==> config.mk <==
export PLATFORM = sky130hd
export DESIGN_NAME = nvm_access_control
export DESIGN_NICKNAME = d
export VERILOG_FILES = /design/src/logic/nvm_byte_array.v /design/src/logic/nvm_access_control.v
export VERILOG_INCLUDE_DIRS = /design/src /design/src/logic
export SDC_FILE = /design/constraint.sdc
export NUM_CORES = 2
export LEC_CHECK = 0
export ABC_CLOCK_PERIOD_IN_PS = 14100
export BUFFER_PORTS_ARGS = -buffer_cell sky130_fd_sc_hd__buf_2
export CELL_PAD_IN_SITES_DETAIL_PLACEMENT = 0
export CELL_PAD_IN_SITES_GLOBAL_PLACEMENT = 2
export CORE_MARGIN = 4
export CORE_UTILIZATION = 54
export DETAILED_ROUTE_END_ITERATION = 16
export HOLD_SLACK_MARGIN = 0.02
export PLACE_DENSITY_LB_ADDON = 0.1
export SLEW_MARGIN = 15
export SYNTH_ARGS = -nofsm -noshare
export SYNTH_HDL_FRONTEND = slang
export SYNTH_SLANG_ARGS = --single-unit
export TNS_END_PERCENT = 20
==> constraint.sdc <==
create_clock -name clk -period 14.1 [get_ports clk]
set_input_delay 2.82 -clock clk [delete_from_list [all_inputs] [get_ports clk]]
set_output_delay 2.82 -clock clk [all_outputs]
set_load 0.02 [all_outputs]
==> src/logic/nvm_access_map.vh <==
// register offsets, field positions, reset values and timing for the nvm access block
`ifndef NVM_ACCESS_MAP_VH
`define NVM_ACCESS_MAP_VH

// register offsets on the plain register port
`define NVM_OFS_CONTROL 3'h0
`define NVM_OFS_UNLOCK 3'h1
`define NVM_OFS_DATA 3'h2
`define NVM_OFS_POINTER 3'h3
`define NVM_OFS_FLAGS 3'h4

// nvm_access_control field positions
`define NVM_BIT_READ_START 0
`define NVM_BIT_STORE_START 1
`define NVM_BIT_PERMIT 2
`define NVM_BIT_ABORT 3
`define NVM_BIT_ROW_ERASE 4
`define NVM_BIT_CFG_SEL 6
`define NVM_BIT_FLASH_SEL 7

// peripheral_flag_reg_two field position
`define NVM_BIT_DONE 4

// unlock keys
`define NVM_KEY_FIRST 8'h55
`define NVM_KEY_SECOND 8'haa

// reset value and erased-cell value
`define NVM_BYTE_RST 8'h00
`define NVM_ERASED_BYTE 8'hff

// store array geometry
`define NVM_CELLS 256
`define NVM_AW 8

// self-timed store phases
`define NVM_CLK_MHZ 20
`define NVM_ERASE_TIME_US 2000
`define NVM_PROG_TIME_US 2000
`define NVM_ERASE_CYCLES (`NVM_ERASE_TIME_US * `NVM_CLK_MHZ)
`define NVM_PROG_CYCLES (`NVM_PROG_TIME_US * `NVM_CLK_MHZ)

`endif

==> src/logic/nvm_byte_array.v <==
// byte-wide nonvolatile cell array with one write port and an asynchronous read port
module nvm_byte_array #(
  parameter DEPTH = 256,
  parameter AW = 8
) (
  input wire clk,
  input wire store_permit,
  input wire [AW-1:0] wrAddr,
  input wire [7:0] wrData,
  input wire [AW-1:0] rdAddr,
  output wire [7:0] rdData
);

  // cell storage, deliberately without reset: contents survive any reset
  reg [7:0] cells [0:DEPTH-1];

  // programming port
  always @(posedge clk) begin
    if (store_permit) begin
      cells[wrAddr] <= wrData;
    end
  end

  // combinational read so a read completes in one cycle
  assign rdData = cells[rdAddr];

endmodule

==> src/logic/nvm_access_control.v <==
// register-level controller for indirect access to the on-chip data store
//
// Decided for this implementation: the strobed register port and the register offsets.
`include "nvm_access_map.vh"

// Functional notes
// - 256 byte cells, 8-bit pointer and data
// - store erases cell then programs, self-timed
// - unlock port reads zero, no storage
// - start bits only settable, hardware clears
// - permit gates stores, zero at power-up
// - reset during store sets abort flag
// - aborting reset zeroes pointer and data
// - done flag set, held until software clears
// - bit 7 selects program flash
// - bit 6 selects configuration space
// - row erase on next store, then cleared
// - abort keeps flash select and row erase
// - store-start bit reads one while busy
// - read completes in one cycle
// - read-start refused when flash selected
// - data holds last read until overwritten
// - 55h, AAh, then store-start, per byte
// - permit must precede store-start write
// - permit clear never disturbs running store
module nvm_access_control #(
  parameter ERASE_CYCLES = `NVM_ERASE_CYCLES,
  parameter PROG_CYCLES = `NVM_PROG_CYCLES
) (
  input wire clk,
  input wire rst,
  input wire [2:0] regAddr,
  input wire [7:0] regWrData,
  input wire regWrite,
  input wire regRead,
  output wire [7:0] regRdData,
  input wire extResetPinN,
  input wire timeoutReset,
  output wire storeBusy,
  output wire flashStoreStart,
  output wire cfgStoreStart,
  output wire flashRowErase
);

  // store sequencer states
  localparam ST_IDLE = 2'd0;
  localparam ST_ERASE = 2'd1;
  localparam ST_PROG = 2'd2;

  // unlock tracker states
  localparam UL_NONE = 2'd0;
  localparam UL_FIRST = 2'd1;
  localparam UL_ARMED = 2'd2;

  // software-visible registers
  reg [7:0] cellPointer_r, cellPointer_nxt;
  reg [7:0] byteHolding_r, byteHolding_nxt;
  reg flashSelect_r, flashSelect_nxt;
  reg configSpaceSelect_r, configSpaceSelect_nxt;
  reg rowEraseEnable_r, rowEraseEnable_nxt;
  reg storeAbortFlag_r, storeAbortFlag_nxt;
  reg storePermit_r, storePermit_nxt;
  reg storeStart_r, storeStart_nxt;
  reg readStart_r, readStart_nxt;
  reg storeDoneFlag_r, storeDoneFlag_nxt;
  // internal sequencing
  reg [1:0] unlock_r, unlock_nxt;
  reg [1:0] state_r, state_nxt;
  reg [31:0] timer_r, timer_nxt;
  // store target latched at start, so software may touch registers mid-store
  reg [7:0] storeAddr_r, storeAddr_nxt;
  reg [7:0] storeData_r, storeData_nxt;
  reg storeToArray_r, storeToArray_nxt;
  reg flashStart_r, flashStart_nxt;
  reg cfgStart_r, cfgStart_nxt;
  reg [7:0] rdData_r, rdData_nxt;
  // external reset pin synchroniser
  reg extRstMeta_r, extRstSync_r;
  // array port
  reg arrWrEn;
  reg [7:0] arrWrData;
  wire [7:0] arrRdData;

  // decoded strobes
  wire wrCtrl = regWrite && (regAddr == `NVM_OFS_CONTROL);
  wire wrUnlock = regWrite && (regAddr == `NVM_OFS_UNLOCK);
  wire wrData = regWrite && (regAddr == `NVM_OFS_DATA);
  wire wrPtr = regWrite && (regAddr == `NVM_OFS_POINTER);
  wire wrFlags = regWrite && (regAddr == `NVM_OFS_FLAGS);
  // warm reset: pin is active low and synchronised, supervisor is same-clock
  wire warmReset = ~extRstSync_r | timeoutReset;
  wire busy = (state_r != ST_IDLE);
  wire [31:0] eraseLast = ERASE_CYCLES - 1;
  wire [31:0] progLast = PROG_CYCLES - 1;

  wire storeGo = wrCtrl && regWrWire(regWrData) && (unlock_r == UL_ARMED)
    && storePermit_r && !busy && !warmReset;

  // helper: store-start bit of a control write
  function regWrWire;
    input [7:0] d;
    begin
      regWrWire = d[`NVM_BIT_STORE_START];
    end
  endfunction

  nvm_byte_array #(
    .DEPTH(`NVM_CELLS),
    .AW(`NVM_AW)
  ) u_cells (
    .clk(clk),
    .store_permit(arrWrEn),
    .wrAddr(storeAddr_r),
    .wrData(arrWrData),
    .rdAddr(cellPointer_r),
    .rdData(arrRdData)
  );

  // two-flop synchroniser for the external reset pin; idles high (not in reset)
  always @(posedge clk or posedge rst) begin
    if (rst) begin
      extRstMeta_r <= 1'b1;
      extRstSync_r <= 1'b1;
    end else begin
      extRstMeta_r <= extResetPinN;
      extRstSync_r <= extRstMeta_r;
    end
  end

  // unlock sequence tracker
  always @* begin
    unlock_nxt = unlock_r;
    if (warmReset) begin
      unlock_nxt = UL_NONE;
    end else if (wrUnlock) begin
      if (regWrData == `NVM_KEY_FIRST) begin
        unlock_nxt = UL_FIRST;
      end else if (regWrData == `NVM_KEY_SECOND && unlock_r == UL_FIRST) begin
        unlock_nxt = UL_ARMED;
      end else begin
        unlock_nxt = UL_NONE;
      end
    end else if (regWrite) begin
      // any other write ends the sequence, so every byte needs a fresh unlock
      unlock_nxt = UL_NONE;
    end
  end

  // store sequencer and array write port
  always @* begin
    state_nxt = state_r;
    timer_nxt = timer_r;
    storeAddr_nxt = storeAddr_r;
    storeData_nxt = storeData_r;
    storeToArray_nxt = storeToArray_r;
    arrWrEn = 1'b0;
    arrWrData = `NVM_ERASED_BYTE;
    case (state_r)
      ST_IDLE: begin
        if (storeGo) begin
          // latch target so later register writes cannot corrupt it
          state_nxt = ST_ERASE;
          timer_nxt = 32'h0;
          storeAddr_nxt = cellPointer_r;
          storeData_nxt = byteHolding_r;
          storeToArray_nxt = !flashSelect_r && !configSpaceSelect_r;
        end
      end
      ST_ERASE: begin
        if (timer_r == eraseLast) begin
          arrWrEn = storeToArray_r;
          state_nxt = ST_PROG;
          timer_nxt = 32'h0;
        end else begin
          timer_nxt = timer_r + 32'h1;
        end
      end
      ST_PROG: begin
        if (timer_r == progLast) begin
          arrWrEn = storeToArray_r;
          arrWrData = storeData_r;
          state_nxt = ST_IDLE;
        end else begin
          timer_nxt = timer_r + 32'h1;
        end
      end
      default: begin
        state_nxt = ST_IDLE;
      end
    endcase
    if (warmReset && busy) begin
      state_nxt = ST_IDLE;
      arrWrEn = 1'b0;
    end
  end

  // completion of a store in this cycle
  wire storeEnd = (state_r == ST_PROG) && (timer_r == progLast) && !warmReset;

  // control, data and flag registers
  always @* begin
    cellPointer_nxt = cellPointer_r;
    byteHolding_nxt = byteHolding_r;
    flashSelect_nxt = flashSelect_r;
    configSpaceSelect_nxt = configSpaceSelect_r;
    rowEraseEnable_nxt = rowEraseEnable_r;
    storeAbortFlag_nxt = storeAbortFlag_r;
    storePermit_nxt = storePermit_r;
    storeStart_nxt = storeStart_r;
    readStart_nxt = 1'b0;
    storeDoneFlag_nxt = storeDoneFlag_r;
    flashStart_nxt = 1'b0;
    cfgStart_nxt = 1'b0;
    if (warmReset) begin
      // pointer and data forced to zero
      cellPointer_nxt = `NVM_BYTE_RST;
      byteHolding_nxt = `NVM_BYTE_RST;
      storePermit_nxt = 1'b0;
      storeStart_nxt = 1'b0;
      if (busy) begin
        storeAbortFlag_nxt = 1'b1;
      end
    end else begin
      if (wrPtr) begin
        cellPointer_nxt = regWrData;
      end
      if (wrData) begin
        byteHolding_nxt = regWrData;
      end
      if (wrCtrl) begin
        flashSelect_nxt = regWrData[`NVM_BIT_FLASH_SEL];
        configSpaceSelect_nxt = regWrData[`NVM_BIT_CFG_SEL];
        rowEraseEnable_nxt = regWrData[`NVM_BIT_ROW_ERASE];
        storeAbortFlag_nxt = regWrData[`NVM_BIT_ABORT];
        // permit set by software only, cleared by software or warm reset
        // clearing it leaves a running store alone
        storePermit_nxt = regWrData[`NVM_BIT_PERMIT];
        if (regWrData[`NVM_BIT_READ_START] && !regWrData[`NVM_BIT_FLASH_SEL]) begin
          readStart_nxt = 1'b1;
          // data refreshed only by a read
          byteHolding_nxt = regWrData[`NVM_BIT_CFG_SEL] ? `NVM_BYTE_RST : arrRdData;
        end
      end
      if (storeGo) begin
        storeStart_nxt = 1'b1;
        flashStart_nxt = flashSelect_r && !configSpaceSelect_r;
        cfgStart_nxt = configSpaceSelect_r;
      end
      if (storeEnd) begin
        storeStart_nxt = 1'b0;
        storeAbortFlag_nxt = 1'b0;
        rowEraseEnable_nxt = 1'b0;
      end
      // done flag: set beats software clear
      if (wrFlags) begin
        storeDoneFlag_nxt = regWrData[`NVM_BIT_DONE];
      end
      if (storeEnd) begin
        storeDoneFlag_nxt = 1'b1;
      end
    end
  end

  // read data mux, valid only in the cycle after the read strobe
  always @* begin
    rdData_nxt = 8'h00;
    if (regRead) begin
      case (regAddr)
        `NVM_OFS_CONTROL: begin
          rdData_nxt = {flashSelect_r, configSpaceSelect_r, 1'b0, rowEraseEnable_r,
            storeAbortFlag_r, storePermit_r, storeStart_r, readStart_r};
        end
        `NVM_OFS_UNLOCK: begin
          rdData_nxt = 8'h00;
        end
        `NVM_OFS_DATA: begin
          rdData_nxt = byteHolding_r;
        end
        `NVM_OFS_POINTER: begin
          rdData_nxt = cellPointer_r;
        end
        `NVM_OFS_FLAGS: begin
          rdData_nxt = {3'h0, storeDoneFlag_r, 4'h0};
        end
        // unmapped offsets read as zero
        default: begin
          rdData_nxt = 8'h00;
        end
      endcase
    end
  end

  // state registers except the pin synchroniser; power-up reset clears everything
  always @(posedge clk or posedge rst) begin
    if (rst) begin
      cellPointer_r <= `NVM_BYTE_RST;
      byteHolding_r <= `NVM_BYTE_RST;
      flashSelect_r <= 1'b0;
      configSpaceSelect_r <= 1'b0;
      rowEraseEnable_r <= 1'b0;
      storeAbortFlag_r <= 1'b0;
      storePermit_r <= 1'b0;
      storeStart_r <= 1'b0;
      readStart_r <= 1'b0;
      storeDoneFlag_r <= 1'b0;
      unlock_r <= UL_NONE;
      state_r <= ST_IDLE;
      timer_r <= 32'h0;
      storeAddr_r <= 8'h00;
      storeData_r <= 8'h00;
      storeToArray_r <= 1'b0;
      flashStart_r <= 1'b0;
      cfgStart_r <= 1'b0;
      rdData_r <= 8'h00;
    end else begin
      cellPointer_r <= cellPointer_nxt;
      byteHolding_r <= byteHolding_nxt;
      flashSelect_r <= flashSelect_nxt;
      configSpaceSelect_r <= configSpaceSelect_nxt;
      rowEraseEnable_r <= rowEraseEnable_nxt;
      storeAbortFlag_r <= storeAbortFlag_nxt;
      storePermit_r <= storePermit_nxt;
      storeStart_r <= storeStart_nxt;
      readStart_r <= readStart_nxt;
      storeDoneFlag_r <= storeDoneFlag_nxt;
      unlock_r <= unlock_nxt;
      state_r <= state_nxt;
      timer_r <= timer_nxt;
      storeAddr_r <= storeAddr_nxt;
      storeData_r <= storeData_nxt;
      storeToArray_r <= storeToArray_nxt;
      flashStart_r <= flashStart_nxt;
      cfgStart_r <= cfgStart_nxt;
      rdData_r <= rdData_nxt;
    end
  end

  // outputs
  assign regRdData = rdData_r;
  assign storeBusy = storeStart_r;
  // one-cycle requests toward the program flash / configuration writers
  assign flashStoreStart = flashStart_r;
  assign cfgStoreStart = cfgStart_r;
  // row erase qualifier for flash stores
  assign flashRowErase = rowEraseEnable_r;

endmodule

; Word level (Yosys, flattened, before mapping)
; Memory sizes are Yosys's and may differ from the RTL's.
; Index checks and enable logic that the tools add are counted.
[op_classes]
n_reduce_logical = 41
eq_ne = 17
bitwise = 3
add_sub_neg = 1
n_mux = 50
[op_table]
columns = op, count
row1 = 32-bit 2-to-1 mux, 3
row2 = 32-bit one-hot mux with 3 select lines, 1
row3 = 8-bit 2-to-1 mux, 10
row4 = 32-bit by 1-bit adder with 32-bit output (second input constant), 1
row5 = 32-bit by 16-bit == test with 1-bit output (second input constant), 1
row6 = 8-bit one-hot mux with 4 select lines, 1
row7 = 1-bit 2-to-1 mux, 25
row8 = 2-bit 2-to-1 mux, 9
row9 = 1-bit logical AND, 17
row10 = 3-bit nonzero test, 4
row11 = 2-bit AND reduction, 5
row12 = 2-bit nonzero test, 5
row13 = 3-bit != test (second input constant), 3
row14 = 8-bit by 7-bit == test with 1-bit output (second input constant), 1
row15 = 8-bit == test (second input constant), 1
row16 = 3-bit by 2-bit == test with 1-bit output (second input constant), 2
row17 = 2-bit one-hot mux with 3 select lines, 1
row18 = 3-bit AND reduction, 2
row19 = 1-bit logical NOT, 5
row20 = 2-bit by 1-bit == test with 1-bit output (second input constant), 2
row21 = 2-bit == test (second input constant), 2
row22 = 2-bit != test (second input constant), 2
row23 = 3-bit by 1-bit == test with 1-bit output (second input constant), 1
row24 = 3-bit == test (second input constant), 1
row25 = 6 further kinds, 7
[totals]
memories = 1
register_bits = 89
input_bits = 17
word_cells = 134
mem_bits_rw = 2048
out_inout_bits = 12
[memory_table]
columns = memory, words, width, rd, rd_ports_with_merged_regs, write_ports, line_no
row1 = u_cells.cells, 256, 8, 1, 0, 1, nvm_byte_array.v:15  ; reg [7:0] cells [0:DEPTH-1];

; Depth between registers and ports, before layout
[depth]
depth_word = 10
mapped_depth = 13
mapped_depth_nobuf = 9

; By module
; A second synthesis with hierarchy kept.
[unflattened]
hier_cells = 4220
area_unflattened_um2 = 84061.9
[by_module_without_submodules]
columns = mod, cells_each, instances, seq_area_each_um2, area_each_um2
row1 = nvm_byte_array, 3725, 1, 61499.0, 79396.1
row2 = nvm_access_control, 495, 1, 2229.6, 4665.7

; Least setup slack after synthesis
; No wires, ideal clock.
[synth_path]
path_kind = register -> register
startpoint = register timer_r[0]
endpoint = memory u_cells.cells[0][0], data pin
path_buffers = 1
path_stages_with_launch = 7
synth_period_minus_slack_ns = 5.385
setup_slack_ns = 8.715
required_time_ns = 13.200
t_arrival_ns = 4.485
setup_ns = 0.900
path_cell_list = dfrtp_1 ha_1 nand3_1 or3_1 nor4_4 clkbuf_2 nand2b_1
[synth_via]
elab_chain_cells = 3
[synth_lines]
columns = item, line_no
row1 = "start, declared", nvm_access_control.v:69  ; reg [31:0] timer_r, timer_nxt;
row2 = "start signal, assigned", nvm_access_control.v:328  ; timer_r <= timer_nxt;
row3 = 32-bit by 16-bit == test with 1-bit output, nvm_access_control.v:179  ; if (timer_r == progLast) begin
row4 = 8-bit 2-to-1 mux, nvm_access_control.v:179
row5 = 8-bit 2-to-1 mux, nvm_access_control.v:158  ; case (state_r)
row6 = named net arrWrData[0], nvm_access_control.v:81  ; reg [7:0] arrWrData;
row7 = "end, declared", nvm_byte_array.v:15
; The timed path passes the listed nets, and every way through them passes these cells.

; Worst setup path in the final report
[layout_path]
startpoint = input timeoutReset
endpoint = memory u_cells.cells[249][3] (enable)
[layout_via]
elab_chain_cells = 5
[layout_lines]
columns = item, line_no
row1 = "start, declared", nvm_access_control.v:38  ; input wire timeoutReset,
row2 = 1-bit OR, nvm_access_control.v:91  ; wire warmReset = ~extRstSync_r | timeoutReset;
row3 = 1-bit logical AND, nvm_access_control.v:191  ; if (warmReset && busy) begin
row4 = 1-bit 2-to-1 mux, nvm_access_control.v:191
row5 = 1-bit 2-to-1 mux, nvm_byte_array.v:19  ; if (store_permit) begin
row6 = 1-bit 2-to-1 mux (implied by the code), nvm_byte_array.v:20  ; cells[wrAddr] <= wrData;
; No other way between the ends.

==> results.json <==
{
  "synth.top_cells.by_count": "2048 x sky130_fd_sc_hd__edfxtp_1, 502 x sky130_fd_sc_hd__mux4_2, 318 x sky130_fd_sc_hd__nor2_1",
  "router_iterations_before_antenna_repair": 5,
  "synthDistinctLibCells": 70,
  "power_frac_clock_pct": 45.0,
  "finalWorstPathRequiredPeriod_ns": 6.09,
  "crit_path_end_kind": "flop",
  "power_switching_uw": 2460,
  "filler_free_cell_count_of_the_finished_design": 6401,
  "detailroute.via_count": 41200,
  "maxSlewViolCount": 0,
  "share_seq_of_total_power_pct": 54.5,
  "setup-violations-final": 0,
  "combinationalPowerShare_pct": 0.5,
  "ctsLongestPathBuffers": 3,
  "drt_first_iter_violations": 4897,
  "residual_antenna_violating_net_count_after_detailed_routing": 0,
  "dp_hpwl_mm": 130,
  "die_h_um": 402,
  "synth_seq_cells": 2137,
  "yosysWarningCount": 0,
  "synth_sequential_area_ratio_pct": 76.0,
  "design.core.area_mm2": 0.154,
  "synth_top_cells_by_area": "sky130_fd_sc_hd__edfxtp_1 73%, sky130_fd_sc_hd__mux4_2 13%, sky130_fd_sc_hd__dfrtp_1 2.6%",
  "cts_num_sinks": 2137,
  "max_cap_violations": 0,
  "grt_max_degree": 131,
  "synth_most_common_cell": "sky130_fd_sc_hd__edfxtp_1",
  "dieArea_mm2": 0.162,
  "clkTransAtPathRegs_ns": 0.06,
  "postPlaceCellArea_mm2": 0.0861,
  "result_of_the_run": "finished clean",
  "synth.cell_area_mm2": 0.0838,
  "post_cts.resized_instances": 0,
  "critPathMaxFanout": 16,
  "route.detailed.vias_per_inst": 6.43,
  "ys.flop_type": "sky130_fd_sc_hd__edfxtp_1",
  "critical_path_class": "in -> reg",
  "clk_latency_ns": 0.83,
  "yosysTopAreaCellShare_pct": 73.4,
  "postLayoutCoreUtil_pct": 60.4,
  "switching_portion_of_total_power_pct": 19.5,
  "grt_pass1_wl_mm": 309,
  "cts_tree": "built",
  "fraction_of_layout_cells_with_a_size_suffix_above_1_pct": 23.1,
  "area_growth_syn_to_layout_pct": 11.1,
  "globalRouteOverflowTotal": 0,
  "total_power_uw": 12600,
  "synth_enable_flop_cells": 2048,
  "min_path_type": "reg -> reg",
  "placement.io_buffers": 28,
  "startpoint_class_of_the_critical_path": "primary input",
  "finalWeightedCongestion": 0.840,
  "pwr_density_cell_mw_per_mm2": 135,
  "placementRows": 144,
  "drc": 0,
  "maxSlewHeadroom_pct": 11.6,
  "peakVddDrop_v": 0.000120,
  "routed_wl_mm": 214,
  "cts_buffers": 210,
  "starting_density_pct": 54.3,
  "holdBufCountCts": 0,
  "achievable-frequency_mhz": 164,
  "worst_pin_slew_ns": 1.32,
  "antenna_found_initial": 6,
  "grt_use_total_pct": 26.6,
  "async_reset_ff_share_pct": 4.16,
  "rsz0062_at_grt": "no",
  "power.static_leakage_uw": 0.0199,
  "final_nets": 4195,
  "worst_ep_arrival_time_ns": 6.53,
  "post_cts_buffers": 0,
  "p_int_uw": 10100,
  "postSynthNetCount": 4100,
  "final_area_mm2": 0.0931,
  "report.final.hold_viol_count": 0,
  "first_global_vias": 40800,
  "min_period_over_period_pct": 43.2,
  "total_negative_setup_slacks_ns": 0,
  "required_ns": 14.54,
  "fin_worst_skew_ns": 0.0304,
  "synthesis.area_per_instance_um2": 20.6,
  "yosys.area.top_type": "sky130_fd_sc_hd__edfxtp_1",
  "die_span_x_um": 402,
  "wire_length_per_cell_after_detailed_routing_um": 33.4,
  "placed_cells_incl_taps": 6004,
  "netlist_instances": 4077,
  "clock_tree.root_cell": "sky130_fd_sc_hd__clkbuf_16",
  "io-pin-count": 29,
  "h-tree-depth": 4
}
==> cells in the final DEF (no fill, tap or decap), types with 57 or more instances in the layout <==
master	count
sky130_fd_sc_hd__edfxtp_1	2048
sky130_fd_sc_hd__mux4_2	502
sky130_fd_sc_hd__nor2_1	317
sky130_fd_sc_hd__clkbuf_16	211
sky130_fd_sc_hd__mux2i_1	173
sky130_fd_sc_hd__nand2_1	137
sky130_fd_sc_hd__dfrtp_1	80
sky130_fd_sc_hd__buf_4	80
sky130_fd_sc_hd__o221ai_1	60
sky130_fd_sc_hd__o22ai_1	59
sky130_fd_sc_hd__a21oi_1	57
==> cell families after synthesis <==
group / Yosys count / share of synthesized area [%]
buf+inv: 241 / 1.56
xor+xnor: 14 / 0.146
fa+ha+maj: 6 / 0.0896
simple gates: 649 / 3.52
compound gates: 331 / 2.72
flops: 2137 / 76.0
mux: 699 / 15.9
==> registers in the layout (all words and copies together), names as in the netlist, 2 cells and up <==
name and cells:
unlock_r 2, timer_r 32, u_cells.cells 2048, state_r 2
cellPointer_r 8, regRdData 8, storeAddr_r 8, storeData_r 8
byteHolding_r 8
==> per-layer routing <==
layer | vias to the layer above | part of all wire, % | global-route usage (%)
li1 | 17100 | - | -
met1 | 22000 | 43 | 39.7
met2 | 1729 | 47 | 41.1
met3 | 328 | 7.1 | 4.93
met4 | 2 | 2.9 | 7.72
met5 | - | 0.0061 | 0
==> power groups by stage <==
stage / clock network (uW) / registers [uW] / logic (uW)
3_5_place_dp: 0 / 6990 / 67.7
2_1_floorplan: 0 / 6990 / 45.5
5_1_grt: 6020 / 6850 / 72.2
6_report: 5660 / 6860 / 66.9
4_1_cts: 5750 / 6860 / 67.7
3_3_place_gp: 0 / 6990 / 67.7
==> area by class of cell <==
type / instances / area [um2]
fill: 11000 / 61100
inverter: 12 / 47.5
antenna: 5 / 12.5
timing repair buffer: 112 / 821
clock inverter: 151 / 1590
clock buffer: 241 / 5430
multi-input combinational: 1699 / 18900
tap: 2044 / 2560
sequential: 2137 / 63700
==> critical path, stage by stage <==
cell and delay (ns):
sky130_fd_sc_hd__buf_2 0.10, sky130_fd_sc_hd__nor2b_1 0.46, sky130_fd_sc_hd__nor2_1 0.13, sky130_fd_sc_hd__nor2_1 0.39
sky130_fd_sc_hd__nand3_1 0.33, sky130_fd_sc_hd__nor2_1 0.46, sky130_fd_sc_hd__nand3_1 0.89, sky130_fd_sc_hd__nor2_1 0.93
==> stage by stage <==
step	setup slack (ns)	hold slack, ns
finish	8.01	0.360
global route	7.88	0.361
CTS	7.95	0.361
detailed placement	7.05	0.347
global placement	7.15	0.346
floorplan	8.71	0.345
==> final timing paths <==
path / startpoint / end / slack, ns / cells past startpoint
max: timeoutReset / u_cells.cells[249][3] / 8.01 / 8
min: extRstMeta_r / extRstSync_r / 0.36 / 0
max reg2reg: cellPointer_r[0] / byteHolding_r[1] / 8.56 / 9
min reg2reg: extRstMeta_r / extRstSync_r / 0.36 / 0
max in group asynchronous: rst / cellPointer_r[0] / 10.79 / 3
min in group asynchronous: rst / timer_r[2] / 2.00 / 2
(Power assumes the default switching activity.)
